### src/cte_cfg.svh
// Purpose: offsets, field positions, reset values and timing counts of the counter channel
// Assumes: not included by cte_pkg.sv; included by cte_counter_channel.sv by bare name
// Notes: definitions only
`ifndef CTE_CFG_SVH
`define CTE_CFG_SVH

// register byte offsets
`define CTE_OFF_CTRL 12'h000
`define CTE_OFF_STATUS 12'h004
`define CTE_OFF_COUNT 12'h008
`define CTE_OFF_RESULT 12'h00c
`define CTE_OFF_SCAN 12'h010

// control register field positions
`define CTE_CTRL_MODE 0
`define CTE_CTRL_WIDTH 1
`define CTE_CTRL_QMULT 2
`define CTE_CTRL_LATCH 4
`define CTE_CTRL_GATE 5
`define CTE_CTRL_CLEAR 6
`define CTE_CTRL_TICK 8
`define CTE_CTRL_MAP 12
`define CTE_CTRL_EDGE 16

// control reset value: timing mode, 16 bit, mapped channel 1, rising edges
`define CTE_CTRL_RESET 32'h0000_1000

// status register field positions
`define CTE_STAT_VALID 0
`define CTE_STAT_RUN 1
`define CTE_STAT_MODE 2

// this channel's own input; phase b sits on the next odd input
`define CTE_OWN_CHANNEL 2'h0
`define CTE_PHASE_B_CHANNEL 2'h1

// clocks in mhz; a tick of div/48 us, i.e. 20.833 ns, 208.33 ns, 2083.3 ns, 20833 ns
`define CTE_SYS_CLK_MHZ 32'd48
`define CTE_PCLK_MHZ 32'd25
`define CTE_TICK_DIV0 32'd1
`define CTE_TICK_DIV1 32'd10
`define CTE_TICK_DIV2 32'd100
`define CTE_TICK_DIV3 32'd1000

// saturation limits of the two counter widths
`define CTE_MAX16 32'h0000_ffff
`define CTE_MAX32 32'hffff_ffff

`endif

### src/cte_pkg.sv
// Purpose: types shared by the counter channel
// Assumes: cte_cfg.svh holds every number
// Notes: none
package cte_pkg;

    // channel working mode
    typedef enum logic {
        cte_mode_timing,
        cte_mode_encoder
    } cte_mode_t;

    // timing measurement state
    typedef enum logic {
        cte_tm_armed,
        cte_tm_running
    } cte_tstate_t;

    // whole register state of the channel
    typedef struct packed {
        logic [3:0] in_meta;
        logic [3:0] in_sync;
        logic [3:0] in_prev;
        logic strobe_meta;
        logic strobe_sync;
        logic strobe_prev;
        cte_mode_t mode;
        logic width32;
        logic [1:0] qmult;
        logic latch_src;
        logic gate_en;
        logic clear_en;
        logic [1:0] tick_sel;
        logic [1:0] map_sel;
        logic [3:0] edge_pol;
        cte_tstate_t tstate;
        logic [31:0] tick_acc;
        logic [31:0] count;
        logic [31:0] result;
        logic result_valid;
        logic [31:0] scan_data;
        logic [31:0] read_data;
        logic [31:0] prdata;
        logic pready;
        logic pslverr;
    } cte_state_t;

endpackage

### src/cte_counter_channel.sv
// Purpose: one counter channel in timing mode or quadrature encoder mode, apb registers
// Assumes: counter inputs and read strobe are asynchronous pins; scan and acquisition pulses
//          come from logic on pclk
// Notes: apb answers with one wait state; all outputs are registered
//
// Decided for this implementation: the placing of the registers and the APB register port.
`timescale 1ns/10ps
`include "cte_cfg.svh"

// Function
// - timing mode counts ticks from own-input edge to following mapped-channel edge.
// - start and stop edge polarity comes from each channel's edge selection bit.
// - latching a timing result clears the counter and rearms for next own edge.
// - tick size selectable among four values derived from 48 MHz.
// - each channel has its own asynchronous read strobe for its count.
// - scans report zero until first interval done, then last completed interval.
// - own-channel edge clears timing counter, mapped-channel edge latches the count.
// - width option selects 16-bit or 32-bit timing counter.
// - timing counts saturate at the selected width's maximum, never wrap.
// - encoder counts 16 or 32 bit with 1X, 2X, 4X modes.
// - at most two encoders with A and B, one encoder with index.
// - encoder counts up while A leads B, down while A lags B.
// - 1X counts A rising, 2X both A edges, 4X all A and B edges.
// - two-bit multiplier field picks 1X, 2X or 4X.
// - latch source is start of scan by default, else mapped-channel edge.
// - gating option counts only while mapped channel is high, else holds.
// - clear option zeroes encoder counter on each mapped-channel rising edge.
// - mapped channel may be any input except the channel itself.
// - acquisition start clears all counters so first scan reports zero.
module cte_counter_channel (
    input wire logic pclk, // apb clock, 25 mhz
    input wire logic presetn, // asynchronous reset, active low
    input wire logic psel, // apb select
    input wire logic penable, // apb access phase
    input wire logic pwrite, // apb direction, high for write
    input wire logic [11:0] paddr, // apb byte address
    input wire logic [31:0] pwdata, // apb write data
    output logic [31:0] prdata, // apb read data
    output logic pready, // apb transfer done
    output logic pslverr, // apb error for unmapped address
    input wire logic [3:0] counter_inputs, // counter input pins, post debounce
    input wire logic scan_begin_pulse, // start of scan, one cycle
    input wire logic acq_start_pulse, // acquisition start, one cycle
    input wire logic read_strobe, // asynchronous read strobe of this channel
    output logic [31:0] scan_data, // value latched into the scan stream
    output logic [31:0] read_data // value taken by the read strobe
);

    cte_pkg::cte_state_t s_reg;
    cte_pkg::cte_state_t s_next;

    logic [3:0] rise;
    logic [3:0] fall;
    logic [3:0] qual;

    // per-input edge detection on synchronised levels
    genvar gi;
    generate
        for (gi = 0; gi < 4; gi++) begin : g_edge
            assign rise[gi] = s_reg.in_sync[gi] & ~s_reg.in_prev[gi];
            assign fall[gi] = ~s_reg.in_sync[gi] & s_reg.in_prev[gi];
            assign qual[gi] = s_reg.edge_pol[gi] ? fall[gi] : rise[gi];
        end
    endgenerate

    // next-state logic of the whole channel
    always_comb begin
        logic [31:0] modulus;
        logic [31:0] acc_sum;
        logic [1:0] inc;
        logic [31:0] cmax;
        logic [32:0] sum;
        logic own_edge;
        logic map_edge;
        logic map_rise;
        logic map_level;
        logic a_now;
        logic b_now;
        logic step_en;
        logic step_up;
        logic [31:0] ctrl_rd;
        modulus = 32'h0;
        acc_sum = 32'h0;
        inc = 2'h0;
        cmax = `CTE_MAX16;
        sum = 33'h0;
        own_edge = 1'b0;
        map_edge = 1'b0;
        map_rise = 1'b0;
        map_level = 1'b0;
        a_now = 1'b0;
        b_now = 1'b0;
        step_en = 1'b0;
        step_up = 1'b0;
        ctrl_rd = 32'h0;
        s_next = s_reg;

        // two-stage synchronisers, then a delayed copy for edges
        s_next.in_meta = counter_inputs;
        s_next.in_sync = s_reg.in_meta;
        s_next.in_prev = s_reg.in_sync;
        s_next.strobe_meta = read_strobe;
        s_next.strobe_sync = s_reg.strobe_meta;
        s_next.strobe_prev = s_reg.strobe_sync;

        // tick generator: 48 mhz ticks spread over 25 mhz cycles, zero, one or two per cycle
        unique case (s_reg.tick_sel)
            2'h0: modulus = `CTE_PCLK_MHZ * `CTE_TICK_DIV0;
            2'h1: modulus = `CTE_PCLK_MHZ * `CTE_TICK_DIV1;
            2'h2: modulus = `CTE_PCLK_MHZ * `CTE_TICK_DIV2;
            2'h3: modulus = `CTE_PCLK_MHZ * `CTE_TICK_DIV3;
        endcase
        acc_sum = s_reg.tick_acc + `CTE_SYS_CLK_MHZ;
        if (acc_sum >= (modulus << 1)) begin
            inc = 2'h2;
            s_next.tick_acc = acc_sum - (modulus << 1);
        end else if (acc_sum >= modulus) begin
            inc = 2'h1;
            s_next.tick_acc = acc_sum - modulus;
        end else begin
            s_next.tick_acc = acc_sum;
        end

        // width and mapped-channel selections
        cmax = s_reg.width32 ? `CTE_MAX32 : `CTE_MAX16;
        own_edge = qual[`CTE_OWN_CHANNEL];
        map_edge = qual[s_reg.map_sel];
        map_rise = rise[s_reg.map_sel];
        map_level = s_reg.in_sync[s_reg.map_sel];
        a_now = s_reg.in_sync[`CTE_OWN_CHANNEL];
        b_now = s_reg.in_sync[`CTE_PHASE_B_CHANNEL];

        // quadrature step decode
        unique case (s_reg.qmult)
            2'h0: begin
                step_en = rise[`CTE_OWN_CHANNEL];
                step_up = ~b_now;
            end
            2'h1: begin
                step_en = rise[`CTE_OWN_CHANNEL] | fall[`CTE_OWN_CHANNEL];
                step_up = a_now ^ b_now;
            end
            default: begin
                if (rise[`CTE_OWN_CHANNEL] | fall[`CTE_OWN_CHANNEL]) begin
                    step_en = 1'b1;
                    step_up = a_now ^ b_now;
                end else begin
                    step_en = rise[`CTE_PHASE_B_CHANNEL] | fall[`CTE_PHASE_B_CHANNEL];
                    step_up = ~(a_now ^ b_now);
                end
            end
        endcase

        // counting, latching and clearing
        if (acq_start_pulse) begin
            s_next.count = 32'h0;
            s_next.result = 32'h0;
            s_next.result_valid = 1'b0;
            s_next.scan_data = 32'h0;
            s_next.tstate = cte_pkg::cte_tm_armed;
        end else if (s_reg.mode == cte_pkg::cte_mode_timing) begin
            sum = {1'b0, s_reg.count} + {31'h0, inc};
            if (s_reg.tstate == cte_pkg::cte_tm_running && map_edge) begin
                s_next.result = (s_reg.count > cmax) ? cmax : s_reg.count;
                s_next.result_valid = 1'b1;
                s_next.count = 32'h0;
                s_next.tstate = cte_pkg::cte_tm_armed;
            end
            if (own_edge) begin
                s_next.count = 32'h0;
                s_next.tstate = cte_pkg::cte_tm_running;
            end else if (s_reg.tstate == cte_pkg::cte_tm_running && !map_edge) begin
                s_next.count = (sum > {1'b0, cmax}) ? cmax : sum[31:0];
            end
            if (scan_begin_pulse) begin
                s_next.scan_data = s_reg.result;
            end
        end else begin
            if (s_reg.clear_en && map_rise) begin
                s_next.count = 32'h0;
            end else if (step_en && (!s_reg.gate_en || map_level)) begin
                if (step_up) begin
                    s_next.count = (s_reg.count + 32'h1) & cmax;
                end else begin
                    s_next.count = (s_reg.count - 32'h1) & cmax;
                end
            end
            if (s_reg.latch_src ? map_edge : scan_begin_pulse) begin
                s_next.scan_data = s_reg.count & cmax;
            end
        end

        // read strobe takes the scan value on its rising edge
        if (s_reg.strobe_sync && !s_reg.strobe_prev) begin
            s_next.read_data = s_reg.scan_data;
        end

        // apb slave: one wait state, then pready with registered data
        ctrl_rd = 32'h0;
        ctrl_rd[`CTE_CTRL_MODE] = s_reg.mode;
        ctrl_rd[`CTE_CTRL_WIDTH] = s_reg.width32;
        ctrl_rd[`CTE_CTRL_QMULT +: 2] = s_reg.qmult;
        ctrl_rd[`CTE_CTRL_LATCH] = s_reg.latch_src;
        ctrl_rd[`CTE_CTRL_GATE] = s_reg.gate_en;
        ctrl_rd[`CTE_CTRL_CLEAR] = s_reg.clear_en;
        ctrl_rd[`CTE_CTRL_TICK +: 2] = s_reg.tick_sel;
        ctrl_rd[`CTE_CTRL_MAP +: 2] = s_reg.map_sel;
        ctrl_rd[`CTE_CTRL_EDGE +: 4] = s_reg.edge_pol;
        s_next.pready = 1'b0;
        s_next.pslverr = 1'b0;
        if (psel && penable && !s_reg.pready) begin
            s_next.pready = 1'b1;
            s_next.prdata = 32'h0;
            unique case (paddr)
                `CTE_OFF_CTRL: s_next.prdata = ctrl_rd;
                `CTE_OFF_STATUS: begin
                    s_next.prdata[`CTE_STAT_VALID] = s_reg.result_valid;
                    s_next.prdata[`CTE_STAT_RUN] = (s_reg.tstate == cte_pkg::cte_tm_running);
                    s_next.prdata[`CTE_STAT_MODE] = s_reg.mode;
                end
                `CTE_OFF_COUNT: s_next.prdata = s_reg.count;
                `CTE_OFF_RESULT: s_next.prdata = s_reg.result;
                `CTE_OFF_SCAN: s_next.prdata = s_reg.scan_data;
                default: s_next.pslverr = 1'b1;
            endcase
            if (pwrite) begin
                s_next.prdata = 32'h0;
            end
        end
        // a write lands on the completing edge
        if (psel && penable && s_reg.pready && pwrite && paddr == `CTE_OFF_CTRL) begin
            s_next.mode = cte_pkg::cte_mode_t'(pwdata[`CTE_CTRL_MODE]);
            s_next.width32 = pwdata[`CTE_CTRL_WIDTH];
            s_next.qmult = pwdata[`CTE_CTRL_QMULT +: 2];
            s_next.latch_src = pwdata[`CTE_CTRL_LATCH];
            s_next.gate_en = pwdata[`CTE_CTRL_GATE];
            s_next.clear_en = pwdata[`CTE_CTRL_CLEAR];
            s_next.tick_sel = pwdata[`CTE_CTRL_TICK +: 2];
            // restart the tick phase so a leftover residue from a coarse tick
            // cannot force double steps for thousands of cycles at a fine tick
            s_next.tick_acc = 32'h0;
            s_next.edge_pol = pwdata[`CTE_CTRL_EDGE +: 4];
            if (pwdata[`CTE_CTRL_MAP +: 2] != `CTE_OWN_CHANNEL) begin
                s_next.map_sel = pwdata[`CTE_CTRL_MAP +: 2];
            end
        end
    end

    // state register
    always_ff @(posedge pclk or negedge presetn) begin
        if (!presetn) begin
            s_reg <= '0;
            s_reg.map_sel <= 2'(`CTE_CTRL_RESET >> `CTE_CTRL_MAP);
        end else begin
            s_reg <= s_next;
        end
    end

    // outputs straight from the state register
    assign prdata = s_reg.prdata;
    assign pready = s_reg.pready;
    assign pslverr = s_reg.pslverr;
    assign scan_data = s_reg.scan_data;
    assign read_data = s_reg.read_data;

endmodule

### config.mk
export PLATFORM = sky130hd
export DESIGN_NAME = cte_counter_channel
export DESIGN_NICKNAME = d
export VERILOG_FILES = /design/src/cte_pkg.sv /design/src/cte_counter_channel.sv
export VERILOG_INCLUDE_DIRS = /design/src
export SDC_FILE = /design/constraint.sdc
export NUM_CORES = 1
export LEC_CHECK = 0
export BUFFER_PORTS_ARGS = -buffer_cell sky130_fd_sc_hd__buf_2
export CORE_AREA = 5 5 144 250
export CTS_CLUSTER_SIZE = 10
export DETAILED_ROUTE_END_ITERATION = 10
export DIE_AREA = 0 0 149 255
export PLACE_DENSITY = 0.68
export REMOVE_ABC_BUFFERS = 1
export SLEW_MARGIN = 20
export SYNTH_ARGS = -nofsm -noshare
export SYNTH_HDL_FRONTEND = slang
export SYNTH_SLANG_ARGS = --single-unit
### constraint.sdc
create_clock -name pclk -period 19.8 [get_ports pclk]
set_clock_uncertainty 0.15 [all_clocks]
set_input_delay 0 -clock pclk [delete_from_list [all_inputs] [get_ports pclk]]
set_output_delay 0 -clock pclk [all_outputs]
set_load 0.1 [all_outputs]
==> results of run 1 <==
[worst register-to-register path: cells and delay by family, from the launching register on]
family | cells | cell delay (ps)
AND/OR/NAND/NOR | 12 | 3800
AO/OA/AOI/OAI | 10 | 2870
adder cells (fa/ha/maj) | 5 | 1770
XOR/XNOR | 2 | 460
buffers and inverters | 3 | 450
flip-flops | 1 | 430
[metrics by stage]
stage          total power, uW  instances
6_report                  1710       2393
5_1_grt                   1800       2392
4_1_cts                   1710       2392
3_5_place_dp              1240       2302
3_3_place_gp              1230       2302
2_1_floorplan             1060       1693
[layer usage]
layer | vias up | global-route usage (%)
met5 | - | 0
met3 | 150 | 2.87
met2 | 499 | 48.6
met4 | 0 | 12.8
met1 | 7164 | 28.1
li1 | 6808 | -
[cell families (layout without fill, tap and decap cells)]
logic type,after synthesis,in the layout
buffers and inverters,258,300
adder cells (fa/ha/maj),118,118
other,0,1
AND/OR/NAND/NOR,588,588
AO/OA/AOI/OAI,498,498
multiplexers,101,101
flip-flops,226,226
XOR/XNOR,106,106
[power by group]
| part | total, uW | internal (uW) | switching (uW) | leakage, uW |
|---|---|---|---|---|
| clock network | 461 | 260 | 201 | 0.000377 |
| logic | 670 | 248 | 422 | 0.00536 |
| registers | 575 | 503 | 72.5 | 0.00296 |
| total | 1710 | 1010 | 695 | 0.00870 |
[final timing paths]
check                               to         from
min in group asynchronous   s_reg[197]      presetn
hold / removal              s_reg[203]    pwdata[9]
setup reg to reg            s_reg[161]   s_reg[167]
hold reg to reg            s_next[211]  s_next[212]
setup / recovery            s_reg[161]   s_reg[167]
max in group asynchronous   s_reg[210]      presetn
[cell type report]
class,count,area (sq um),share of cell area (%)
Clock inverter,3,32.5,0.179
Tap cell,455,569,3.13
Multi-Input combinational cell,1411,9670,53.2
Sequential cell,226,5660,31.1
Inverter,56,210,1.16
Clock buffer,43,756,4.16
Antenna cell,1,2.50,0.0138
Timing Repair Buffer,198,1280,7.06
[cell usage in the layout, fill, tap and decap left out, types with 43 or more instances in the layout]
master and n:
o21ai_0 115, xnor2_1 63, a21oi_1 110, xor2_1 43
dfrtp_1 224, buf_2 135, nand3_1 45, mux2i_1 60
dlygate4sd3_1 43, nand2_1 241, inv_1 55, nor2_1 120
o31ai_1 46, ha_1 114
[what timing repair did]
action,in CTS,in global routing
endpoints found under the hold margin,128,0
setup buffers,0,0
endpoints found under the setup margin,0,0
hold buffers,44,0
==> metrics.md, run 1 <==
| Metric | Value |
|---|---|
| Final worst setup slack | `9780 ps` |
| Worst R2R Path Depth | `32` |
| Num rows | `89` |
| # port buffers | `136` |
| WL met1 | `18300 um` |
| All-Layer GR Usage | `25.7%` |
| Post-DRT Antenna Nets | `0` |
| Max-cap viol count | `0` |
| Count of boundary I/O pins | `154` |
| CP Launch Type | `flip-flop` |
| First-pass iteration count of the detailed router | `5` |
| Layout cell share with drive strength beyond 1 | `13.5%` |
| Clk pin slew, worst setup/hold paths | `60 ps` |
| Initial Utilization | `49.5%` |
| Via count | `14600` |
| DRC Markers | `0` |
| Fin. Hold Viols | `0` |
| Initial antenna violation count | `0` |
| Register-to-register setup slack | `9780 ps` |
| Synth warn | `0` |
| Synth Area in Compound Gates | `20.2%` |
| Relative slew margins | `20.7%` |
| Hold crit path type | `input port to flip-flop` |
| Post-Synthesis Cell Area | `0.0166 sq mm` |
| Peak supply drop | `96.3 uV` |
| Die Width | `149 um` |
| Number of gates resized after CTS | `0` |
| Finished Cell Area | `0.0182 sq mm` |
| H-tree depth | `1` |
| Worst Path Arrival | `10300 ps` |
| Post-DR wirelength/cell | `20.7 um` |
| CTS tree | `done` |
| Simple-Gate Fraction of Synth Area | `16.6%` |
| Bufs and invs on worst path | `3` |
| Yosys reg bits | `226` |
| CP Class | `flip-flop to flip-flop` |
| Seq/Total Area, Yosys | `34.0%` |
| Post-synth top cells | `242 x nand2_1, 225 x dfrtp_1, 125 x nor2_1` |
| Post-synth cell types | `78` |
| Post-placement worst setup slack | `9970 ps` |
| Synth async-reset ratio | `100%` |
| CP Capture Type | `flip-flop` |
| Crit-path most repeated cell | `ha_1` |
| WHS Path Cells | `4` |
| Dominant cell type by area after synthesis | `dfrtp_1` |
| WHS | `37.2 ps` |
| Initial DRC Count | `840` |
| RSZ-0062 raised after global routing | `false` |
| Status | `finished clean` |
| Critical Path Stages | `32` |
| CP Data Required Time | `20080 ps` |
| Top cells by area, synth | `dfrtp_1 34%, ha_1 8.6%, nand2_1 5.5%` |
| Routed WL | `49500 um` |
| Vias in the first global route | `14700` |
| Highest metal used | `met4` |
| Placer Congestion | `0.941` |
| Synth Flop Type | `dfrtp_1` |
| Root Buffer | `clkbuf_16` |
| CTS Buf Count | `27` |
| Leak Pwr | `0.00870 uW` |
| PwrDens | `93.8 mW/mm^2` |
| Final Max Slew Viols | `0` |
| Post-Synth Adder-Cell Area | `9.05%` |
| Tmin final | `10020 ps` |
| Clock sinks | `226` |
| Global-route wire length before repair | `78800 um` |
| Final period util | `50.6%` |
| Core area | `0.0336 sq mm` |
| Max incr delay on CP | `630 ps` |
| Largest family of logic cells by synthesized area | `compound AO/OA/AOI/OAI gates` |
| DIE AREA | `0.0380 sq mm` |
| XOR/XNOR Fraction of Synth Area | `5.58%` |
| DP Area | `0.0169 sq mm` |
| Slew @ Worst Pin | `1190 ps` |
| CTS Buffer Depth | `3` |
| Fill count | `3142` |
| Die H | `255 um` |
| Critical path fanouts, max | `21` |
| Fmax | `99.8 MHz` |
| Crit-path slowest cell | `or4b_1` |
| CP delay by family, top | `simple AND/OR/NAND/NOR gates` |
| Dpl hpwl | `35100 um` |
| Setup TNS | `0 ps` |
| Post-Syn Instances | `1895` |
| Max reg flops | `118` |
| Grt ovf | `0` |
| Vias/cell | `6.11` |
| Final setup viols | `0` |
| Clock Latency Late Sink | `560 ps` |
| Count leader, synth | `nand2_1` |
| Area share of the largest cell type after synthesis | `33.8%` |
| Mean Syn Cell Area | `8.78 sq um` |
| Area Growth Syn to Fin | `9.29%` |
| Post-synthesis mux area share | `6.52%` |
| WL met3 | `2390 um` |
| Largest net degree at the start of global routing | `74` |
| Final #Nets | `2094` |
| Met2 WL | `26300 um` |
| Post-synth EDFFs | `0` |
| Util after Layout | `54.1%` |
No activity file was read; power rests on OpenSTA's default activity.
==> run 2, diff against run 1 <==
--- a/config.mk
+++ b/config.mk
@@ -11,7 +11,7 @@
 export CTS_CLUSTER_SIZE = 10
 export DETAILED_ROUTE_END_ITERATION = 10
 export DIE_AREA = 0 0 149 255
-export PLACE_DENSITY = 0.68
+export PLACE_DENSITY = 0.71
 export REMOVE_ABC_BUFFERS = 1
 export SLEW_MARGIN = 20
 export SYNTH_ARGS = -nofsm -noshare
==> constraint.sdc (replaced) <==
create_clock -name pclk -period 8.7 [get_ports pclk]
set_clock_uncertainty 0.15 [all_clocks]
set_input_delay 0 -clock pclk [delete_from_list [all_inputs] [get_ports pclk]]
set_output_delay 0 -clock pclk [all_outputs]
set_load 0.1 [all_outputs]
==> run 2 against run 1 <==
Setup slack lost 9300 ps. Clock power grew 140%. Core utilization up 0.16 points. First-iteration DRC count is 4.6% lower. Sequential share of layout area down 0.094 points. Die area unchanged. Sequential cell count stayed put. Global-route usage hardly changed. Critical endpoint is now s_reg[162].
==> metrics.md, run 2 (synthesis results as in run 1) <==
| Metric | Value |
|---|---|
| Commonest cells after routing, fill and taps aside | `242 x nand2_1, 224 x dfrtp_1, 135 x buf_2` |
| Max-cap viol count | `0 (unchanged)` |
| Layer with the highest usage | `met2` |
| Slew @ Worst Pin | `1090 ps (-99.3 ps)` |
| DIE AREA | `0.0380 sq mm (unchanged)` |
| Num rows | `89 (unchanged)` |
| Clock sinks | `226 (unchanged)` |
| Setup TNS | `0 ps (unchanged)` |
| Max reg flops | `118 (unchanged)` |
| Min-Delay Endpoint | `s_reg[199]` |
| CP Capture Type | `flip-flop` |
| DRC Markers | `0 (unchanged)` |
| Fmax | `122 MHz (+23%)` |
| Peak supply drop | `307 uV (+220%)` |
| Routed WL | `49300 um (-0.30%)` |
| # port buffers | `136 (unchanged)` |
| Gate power share | `39.2% (about the same)` |
| Crit-path slowest cell | `or4b_4` |
| Leak Pwr | `0.00877 uW (+0.74%)` |
| Die H | `255 um (unchanged)` |
| Met2 global-route usage | `48.8% (+0.19 points)` |
| Count of boundary I/O pins | `154 (unchanged)` |
| GR met1 Demand/Resource | `28.1% (+0.065 points)` |
| Switching Share | `40.6% (-0.13 points)` |
| Global-route wire length before repair | `78800 um (about the same)` |
| Final Max Slew Viols | `0 (unchanged)` |
| Reg area | `0.00566 sq mm (unchanged)` |
| Sw Pwr | `1600 uW (+130%)` |
| Core area | `0.0336 sq mm (unchanged)` |
| Max incr delay on CP | `550 ps (-80 ps)` |
| Final period util | `94.0% (+43 points)` |
| Fin. Hold Viols | `0 (unchanged)` |
| Post-DRT Antenna Nets | `0 (unchanged)` |
| Root Buffer | `clkbuf_16` |
| PwrDens | `217 mW/mm^2 (+130%)` |
| Vias/cell | `6.08 (-0.55%)` |
| First-pass iteration count of the detailed router | `5 (unchanged)` |
| Worst r2r dst | `s_reg[162]` |
| CTS Buf Count | `27 (unchanged)` |
| Worst Path Arrival | `8480 ps (-1820 ps)` |
| Placer Congestion | `0.968 (+2.9%)` |
| Finished Cell Area | `0.0182 sq mm (+0.30%)` |
| Register-to-register setup slack | `520 ps (-9250 ps)` |
| Clk pin slew, worst setup/hold paths | `60 ps (about the same)` |
| CP Launch Type | `flip-flop` |
| CTS Buffer Depth | `3 (unchanged)` |
| Hold crit path type | `input port to flip-flop` |
| RSZ-0062 raised after global routing | `false` |
| All-Layer GR Usage | `25.7% (about the same)` |
| CTS tree | `done` |
| Area Growth Syn to Fin | `9.62%` |
| Clk pwr share | `27.6% (+0.6 points)` |
| Relative slew margins | `27.1% (+6.4 points)` |
| Via count | `14600 (-0.26%)` |
| Clock Latency Late Sink | `570 ps (about the same)` |
| Hold Crit Start | `pwdata[19]` |
| Critical path fanouts, max | `19 (-9.5%)` |
| Multi-input gate area | `0.00968 sq mm (about the same)` |
| Initial DRC Count | `801 (-4.6%)` |
| Largest net degree at the start of global routing | `75 (+1.4%)` |
| Internal cell power | `2340 uW (+130%)` |
| Post-DR wirelength/cell | `20.6 um (-0.59%)` |
| FF-to-FF Start | `s_reg[167]` |
| Fill count | `3154 (+0.38%)` |
| CP Class | `flip-flop to flip-flop` |
| Antenna cells | `0 (-1)` |
| Commonest non-fill, non-tap cell in the layout | `nand2_1` |
| GR met3 Demand/Resource | `2.60% (-0.27 points)` |
| DP Area | `0.0171 sq mm (+0.76%)` |
| Tmin final | `8180 ps (-1850 ps)` |
| Die Width | `149 um (unchanged)` |
| Grt ovf | `0 (unchanged)` |
| Final setup viols | `0 (unchanged)` |
| Initial Utilization | `49.5% (unchanged)` |
| Layout cell share with drive strength beyond 1 | `14.4% (+0.87 points)` |
| Final #Nets | `2102 (+0.38%)` |
| H-tree depth | `1 (unchanged)` |
| Worst R2R Path Depth | `32 (unchanged)` |
| Vias in the first global route | `14900 (+1.1%)` |
| WHS Path Cells | `4 (unchanged)` |
| Initial antenna violation count | `0 (unchanged)` |
| Status | `finished clean` |
| Dpl hpwl | `35600 um (+1.4%)` |
| Seq pwr share | `33.2% (-0.5 points)` |
| Setup bufs post-CTS | `0 (unchanged)` |
| CP Data Required Time | `9000 ps (-11080 ps)` |
| Crit path from | `s_reg[167]` |
-- run 2: cell count changes in the layout (fill, tap and decap cells not counted), sizes merged --
cell,previous run,this run
buf,155,173
dlygate4sd3,43,33
bufinv,0,1
diode,1,0
clkinv,2,1
-- run 2: per-stage QoR --
step / utilization (%) / hold slack (ps) / std cells / setup WS (ps) / power (uW)
2_1_floorplan: - / -446 / 1693 / 648 / 2420
3_3_place_gp: 50.7 / -46.0 / 2320 / 525 / 2820
3_5_place_dp: 50.7 / -40.1 / 2320 / 367 / 2840
4_1_cts: 54.2 / 4.50 / 2400 / 348 / 3950
5_1_grt: 54.2 / 29.7 / 2400 / 34.6 / 4160
6_report: 54.2 / 13.2 / 2400 / 523 / 3950
-- run 2: power groups by stage --
stage	clock network, uW	logic, uW	registers, uW
floorplan	0	981	1440
global placement	0	1500	1320
detailed placement	0	1520	1320
CTS	1100	1540	1310
global route	1140	1690	1320
finish	1090	1550	1310
-- run 2: final cells by class --
| class | instances | share of cell area [%] |
|---|---|---|
| Multi-Input combinational cell | 1411 | 53.1 |
| Sequential cell | 226 | 31.0 |
| Clock buffer | 43 | 4.14 |
| Tap cell | 455 | 3.12 |
| Timing Repair Buffer | 206 | 7.19 |
| Clock inverter | 3 | 0.316 |
| Inverter | 56 | 1.15 |
-- run 2: repair_timing --
item	in CTS	in global routing
setup endpoints to repair	0	28
hold buffers	34	0
hold endpoints to repair	136	0
gates resized for setup	0	5
-- run 2: worst max path at each step --
stage / endpoint / slack, ps / cells after the start
2_1_floorplan: s_reg[162] / 650 / 31
3_5_place_dp: s_reg[162] / 370 / 31
3_3_place_gp: s_reg[162] / 530 / 33
6_report: s_reg[162] / 520 / 32
4_1_cts: s_reg[162] / 350 / 31
5_1_grt: s_reg[162] / 30 / 33
-- run 2: worst max-delay path, delay by kind of cell (launching register included) --
kind                     cells  cell delay [ps]
multiplexers                 1               90
AND/OR/NAND/NOR             10             2260
flip-flops                   1              420
buffers and inverters        5              880
XOR/XNOR                     2              390
adder cells (fa/ha/maj)      4             1370
AO/OA/AOI/OAI               10             2490
-- run 2: per-layer routing --
layer,vias to the layer above,share of wire [%],wire [um]
met1,7107,37,18200
met5,-,0,0
met2,496,53,26200
met4,0,5.4,2660
met3,164,4.5,2240
li1,6816,-,-
==> run 3, diff against run 2 <==
--- a/config.mk
+++ b/config.mk
@@ -11,7 +11,7 @@
 export CTS_CLUSTER_SIZE = 10
 export DETAILED_ROUTE_END_ITERATION = 10
 export DIE_AREA = 0 0 149 255
-export PLACE_DENSITY = 0.71
+export PLACE_DENSITY = 0.68
 export REMOVE_ABC_BUFFERS = 1
 export SLEW_MARGIN = 20
 export SYNTH_ARGS = -nofsm -noshare
==> constraint.sdc (replaced) <==
create_clock -name pclk -period 7.6 [get_ports pclk]
set_clock_uncertainty 0.15 [all_clocks]
set_input_delay 0 -clock pclk [delete_from_list [all_inputs] [get_ports pclk]]
set_output_delay 0 -clock pclk [all_outputs]
set_load 0.1 [all_outputs]
==> run 3 against run 2 <==
The flow now finishes with violations (hold timing). Sequential cell count stayed put. Combinational power is 22% higher. Power is 16% higher. Fmax is 11% higher. Clock power is 9% higher. Count of clock-buffer cells in the layout is 2 higher. Hold slack worse by 16 ps. Core utilization is 0.92 points higher. Register-to-register slack worse by 320 ps. Die area stayed put. Global-route usage is 1.4 points higher. Largest power group unchanged.
==> metrics.md, run 3 (synthesis results as in run 1) <==
| Metric | Value |
|---|---|
| Clock Latency Late Sink | `570 ps (about the same)` |
| WHS | `-2.35 ps (-15.6 ps)` |
| Crit path from | `s_reg[202]` |
| Max reg flops | `118 (unchanged)` |
| Post-DRT Antenna Nets | `0 (unchanged)` |
| Fill count | `3115 (-1.2%)` |
| Dpl hpwl | `37600 um (+5.8%)` |
| Root Buffer | `clkbuf_16` |
| CP Capture Type | `flip-flop` |
| Commonest non-fill, non-tap cell in the layout | `nand2_1` |
| Fin. Hold Viols | `1 (+1)` |
| CP Class | `flip-flop to flip-flop` |
| Vias/cell | `6.12 (+0.72%)` |
| DIE AREA | `0.0380 sq mm (unchanged)` |
| Initial antenna violation count | `0 (unchanged)` |
| CTS Buf Count | `27 (unchanged)` |
| CP Data Required Time | `7910 ps (-1090 ps)` |
| Critical path fanouts, max | `7 (-12)` |
| Failing checks | `hold timing` |
| Routed WL | `52300 um (+6.0%)` |
| Tmin final | `7400 ps (-780 ps)` |
| Worst r2r dst | `s_reg[162]` |
| Die Width | `149 um (unchanged)` |
| Hold crit path type | `input port to flip-flop` |
| Core area | `0.0336 sq mm (unchanged)` |
| Leak Pwr | `0.00892 uW (+1.7%)` |
| Slew @ Worst Pin | `1160 ps (+74.2 ps)` |
| PwrDens | `246 mW/mm^2 (+14%)` |
| Placer Congestion | `0.999 (+3.2%)` |
| H-tree depth | `1 (unchanged)` |
| Layout cell share with drive strength beyond 1 | `16.2% (+1.8 points)` |
| Post-placement worst setup slack | `132 ps (-234 ps)` |
| Clock sinks | `226 (unchanged)` |
| Status | `finished with violations` |
| Largest net degree at the start of global routing | `86 (+15%)` |
| FF-to-FF Start | `s_reg[202]` |
| Fmax | `135 MHz (+11%)` |
| Commonest cells after routing, fill and taps aside | `241 x nand2_1, 224 x dfrtp_1, 135 x buf_2` |
| Hold Crit Start | `penable` |
| Initial DRC Count | `1037 (+29%)` |
| Count of boundary I/O pins | `154 (unchanged)` |
| Global-route wire length before repair | `82200 um (+4.3%)` |
| Initial Utilization | `49.5% (unchanged)` |
| Antenna cells | `0 (unchanged)` |
| Register-to-register setup slack | `200 ps (-320 ps)` |
| First-pass iteration count of the detailed router | `5 (unchanged)` |
| Clk pin slew, worst setup/hold paths | `60 ps (about the same)` |
| Final setup viols | `0 (unchanged)` |
| Util after Layout | `55.2% (+0.92 points)` |
| Final worst setup slack | `203 ps (-320 ps)` |
| Reg area | `0.00566 sq mm (unchanged)` |
| WL met3 | `2410 um (+7.5%)` |
| Highest metal used | `met4` |
| Vias in the first global route | `15100 (+1.1%)` |
| Met2 WL | `27600 um (+5.3%)` |
| WL met1 | `18800 um (+3.2%)` |
| Worst R2R Path Depth | `31 (-3.1%)` |
| # port buffers | `136 (unchanged)` |
| End of the critical path | `s_reg[162]` |
| All-Layer GR Usage | `27.0% (+1.4 points)` |
| Max-cap viol count | `0 (unchanged)` |
| Num rows | `89 (unchanged)` |
| Final period util | `97.3% (+3.3 points)` |
| Max incr delay on CP | `410 ps (-140 ps)` |
| CTS tree | `done` |
| Final Max Slew Viols | `0 (unchanged)` |
| Setup TNS | `0 ps (unchanged)` |
| Post-DR wirelength/cell | `21.5 um (+4.4%)` |
| WHS Path Cells | `5 (+1)` |
| Area Growth Syn to Fin | `11.5%` |
| Grt ovf | `0 (unchanged)` |
| Crit-path slowest cell | `dfrtp_1` |
| Final #Nets | `2137 (+1.7%)` |
| Crit-path most repeated cell | `ha_1` |
| Peak supply drop | `251 uV (-18%)` |
| CP Launch Type | `flip-flop` |
| CTS Buffer Depth | `3 (unchanged)` |
| Via count | `14900 (+2.3%)` |
| Worst Path Arrival | `7710 ps (-770 ps)` |
| Multi-input gate area | `0.00973 sq mm (+0.58%)` |
| DRC Markers | `0 (unchanged)` |
| Relative slew margins | `22.4% (-4.7 points)` |
| Die H | `255 um (unchanged)` |
## run 3: worst min path at each step
stage	to	slack (ps)
after floorplan	prdata[0]	-450
after global placement	s_reg[173]	-100
after detailed placement	s_reg[179]	-100
after CTS	pready	0.2
after global routing	pready	50
final	pready	-2
## run 3: report_power, final
group / leakage, uW / internal (uW) / total, uW / switching, uW
combinational: 0.00558 / 723 / 1890 / 1170
clock: 0.000372 / 665 / 1190 / 529
sequential: 0.00296 / 1310 / 1490 / 177
## run 3: stage by stage
step           total power [uW]  hold slack [ps]  cell area, sq um  std cells
2_1_floorplan              2770             -446             15500       1693
3_3_place_gp               3320            -97.6             17300       2348
3_5_place_dp               3330             -103             17300       2348
4_1_cts                    4560            0.178             18400       2435
5_1_grt                    4820             48.9             18500       2437
6_report                   4570            -2.35             18500       2437
## run 3: layout make-up
cell class	instances	area share, %
multi-input combinational	1411	52.5
sequential	226	30.5
timing repair buffer	241	8.63
clock buffer	45	4.01
tap	455	3.07
inverter	56	1.13
clock inverter	3	0.182
## run 3: critical path, delay by kind of cell, from the launching register on
kind	cells	cell delay (ps)
compound gates	11	2740
xor+xnor	1	400
fa+ha+maj	5	1390
buf+inv	5	560
flops	1	410
mux	1	80
simple gates	8	1530
## run 3: metal layers
layer / global-route usage, % / vias to the layer above
met3: 2.66 / 202
met1: 29.1 / 7243
met2: 50.8 / 572
met5: 0 / -
li1: - / 6897
met4: 15.7 / 0
## run 3: repair_timing
item	4_1_cts	5_1_grt
buffers inserted	0	2
hold buffers	39	0
gates resized for setup	0	18
endpoints found under the hold margin	113	0
endpoints found under the setup margin	0	27
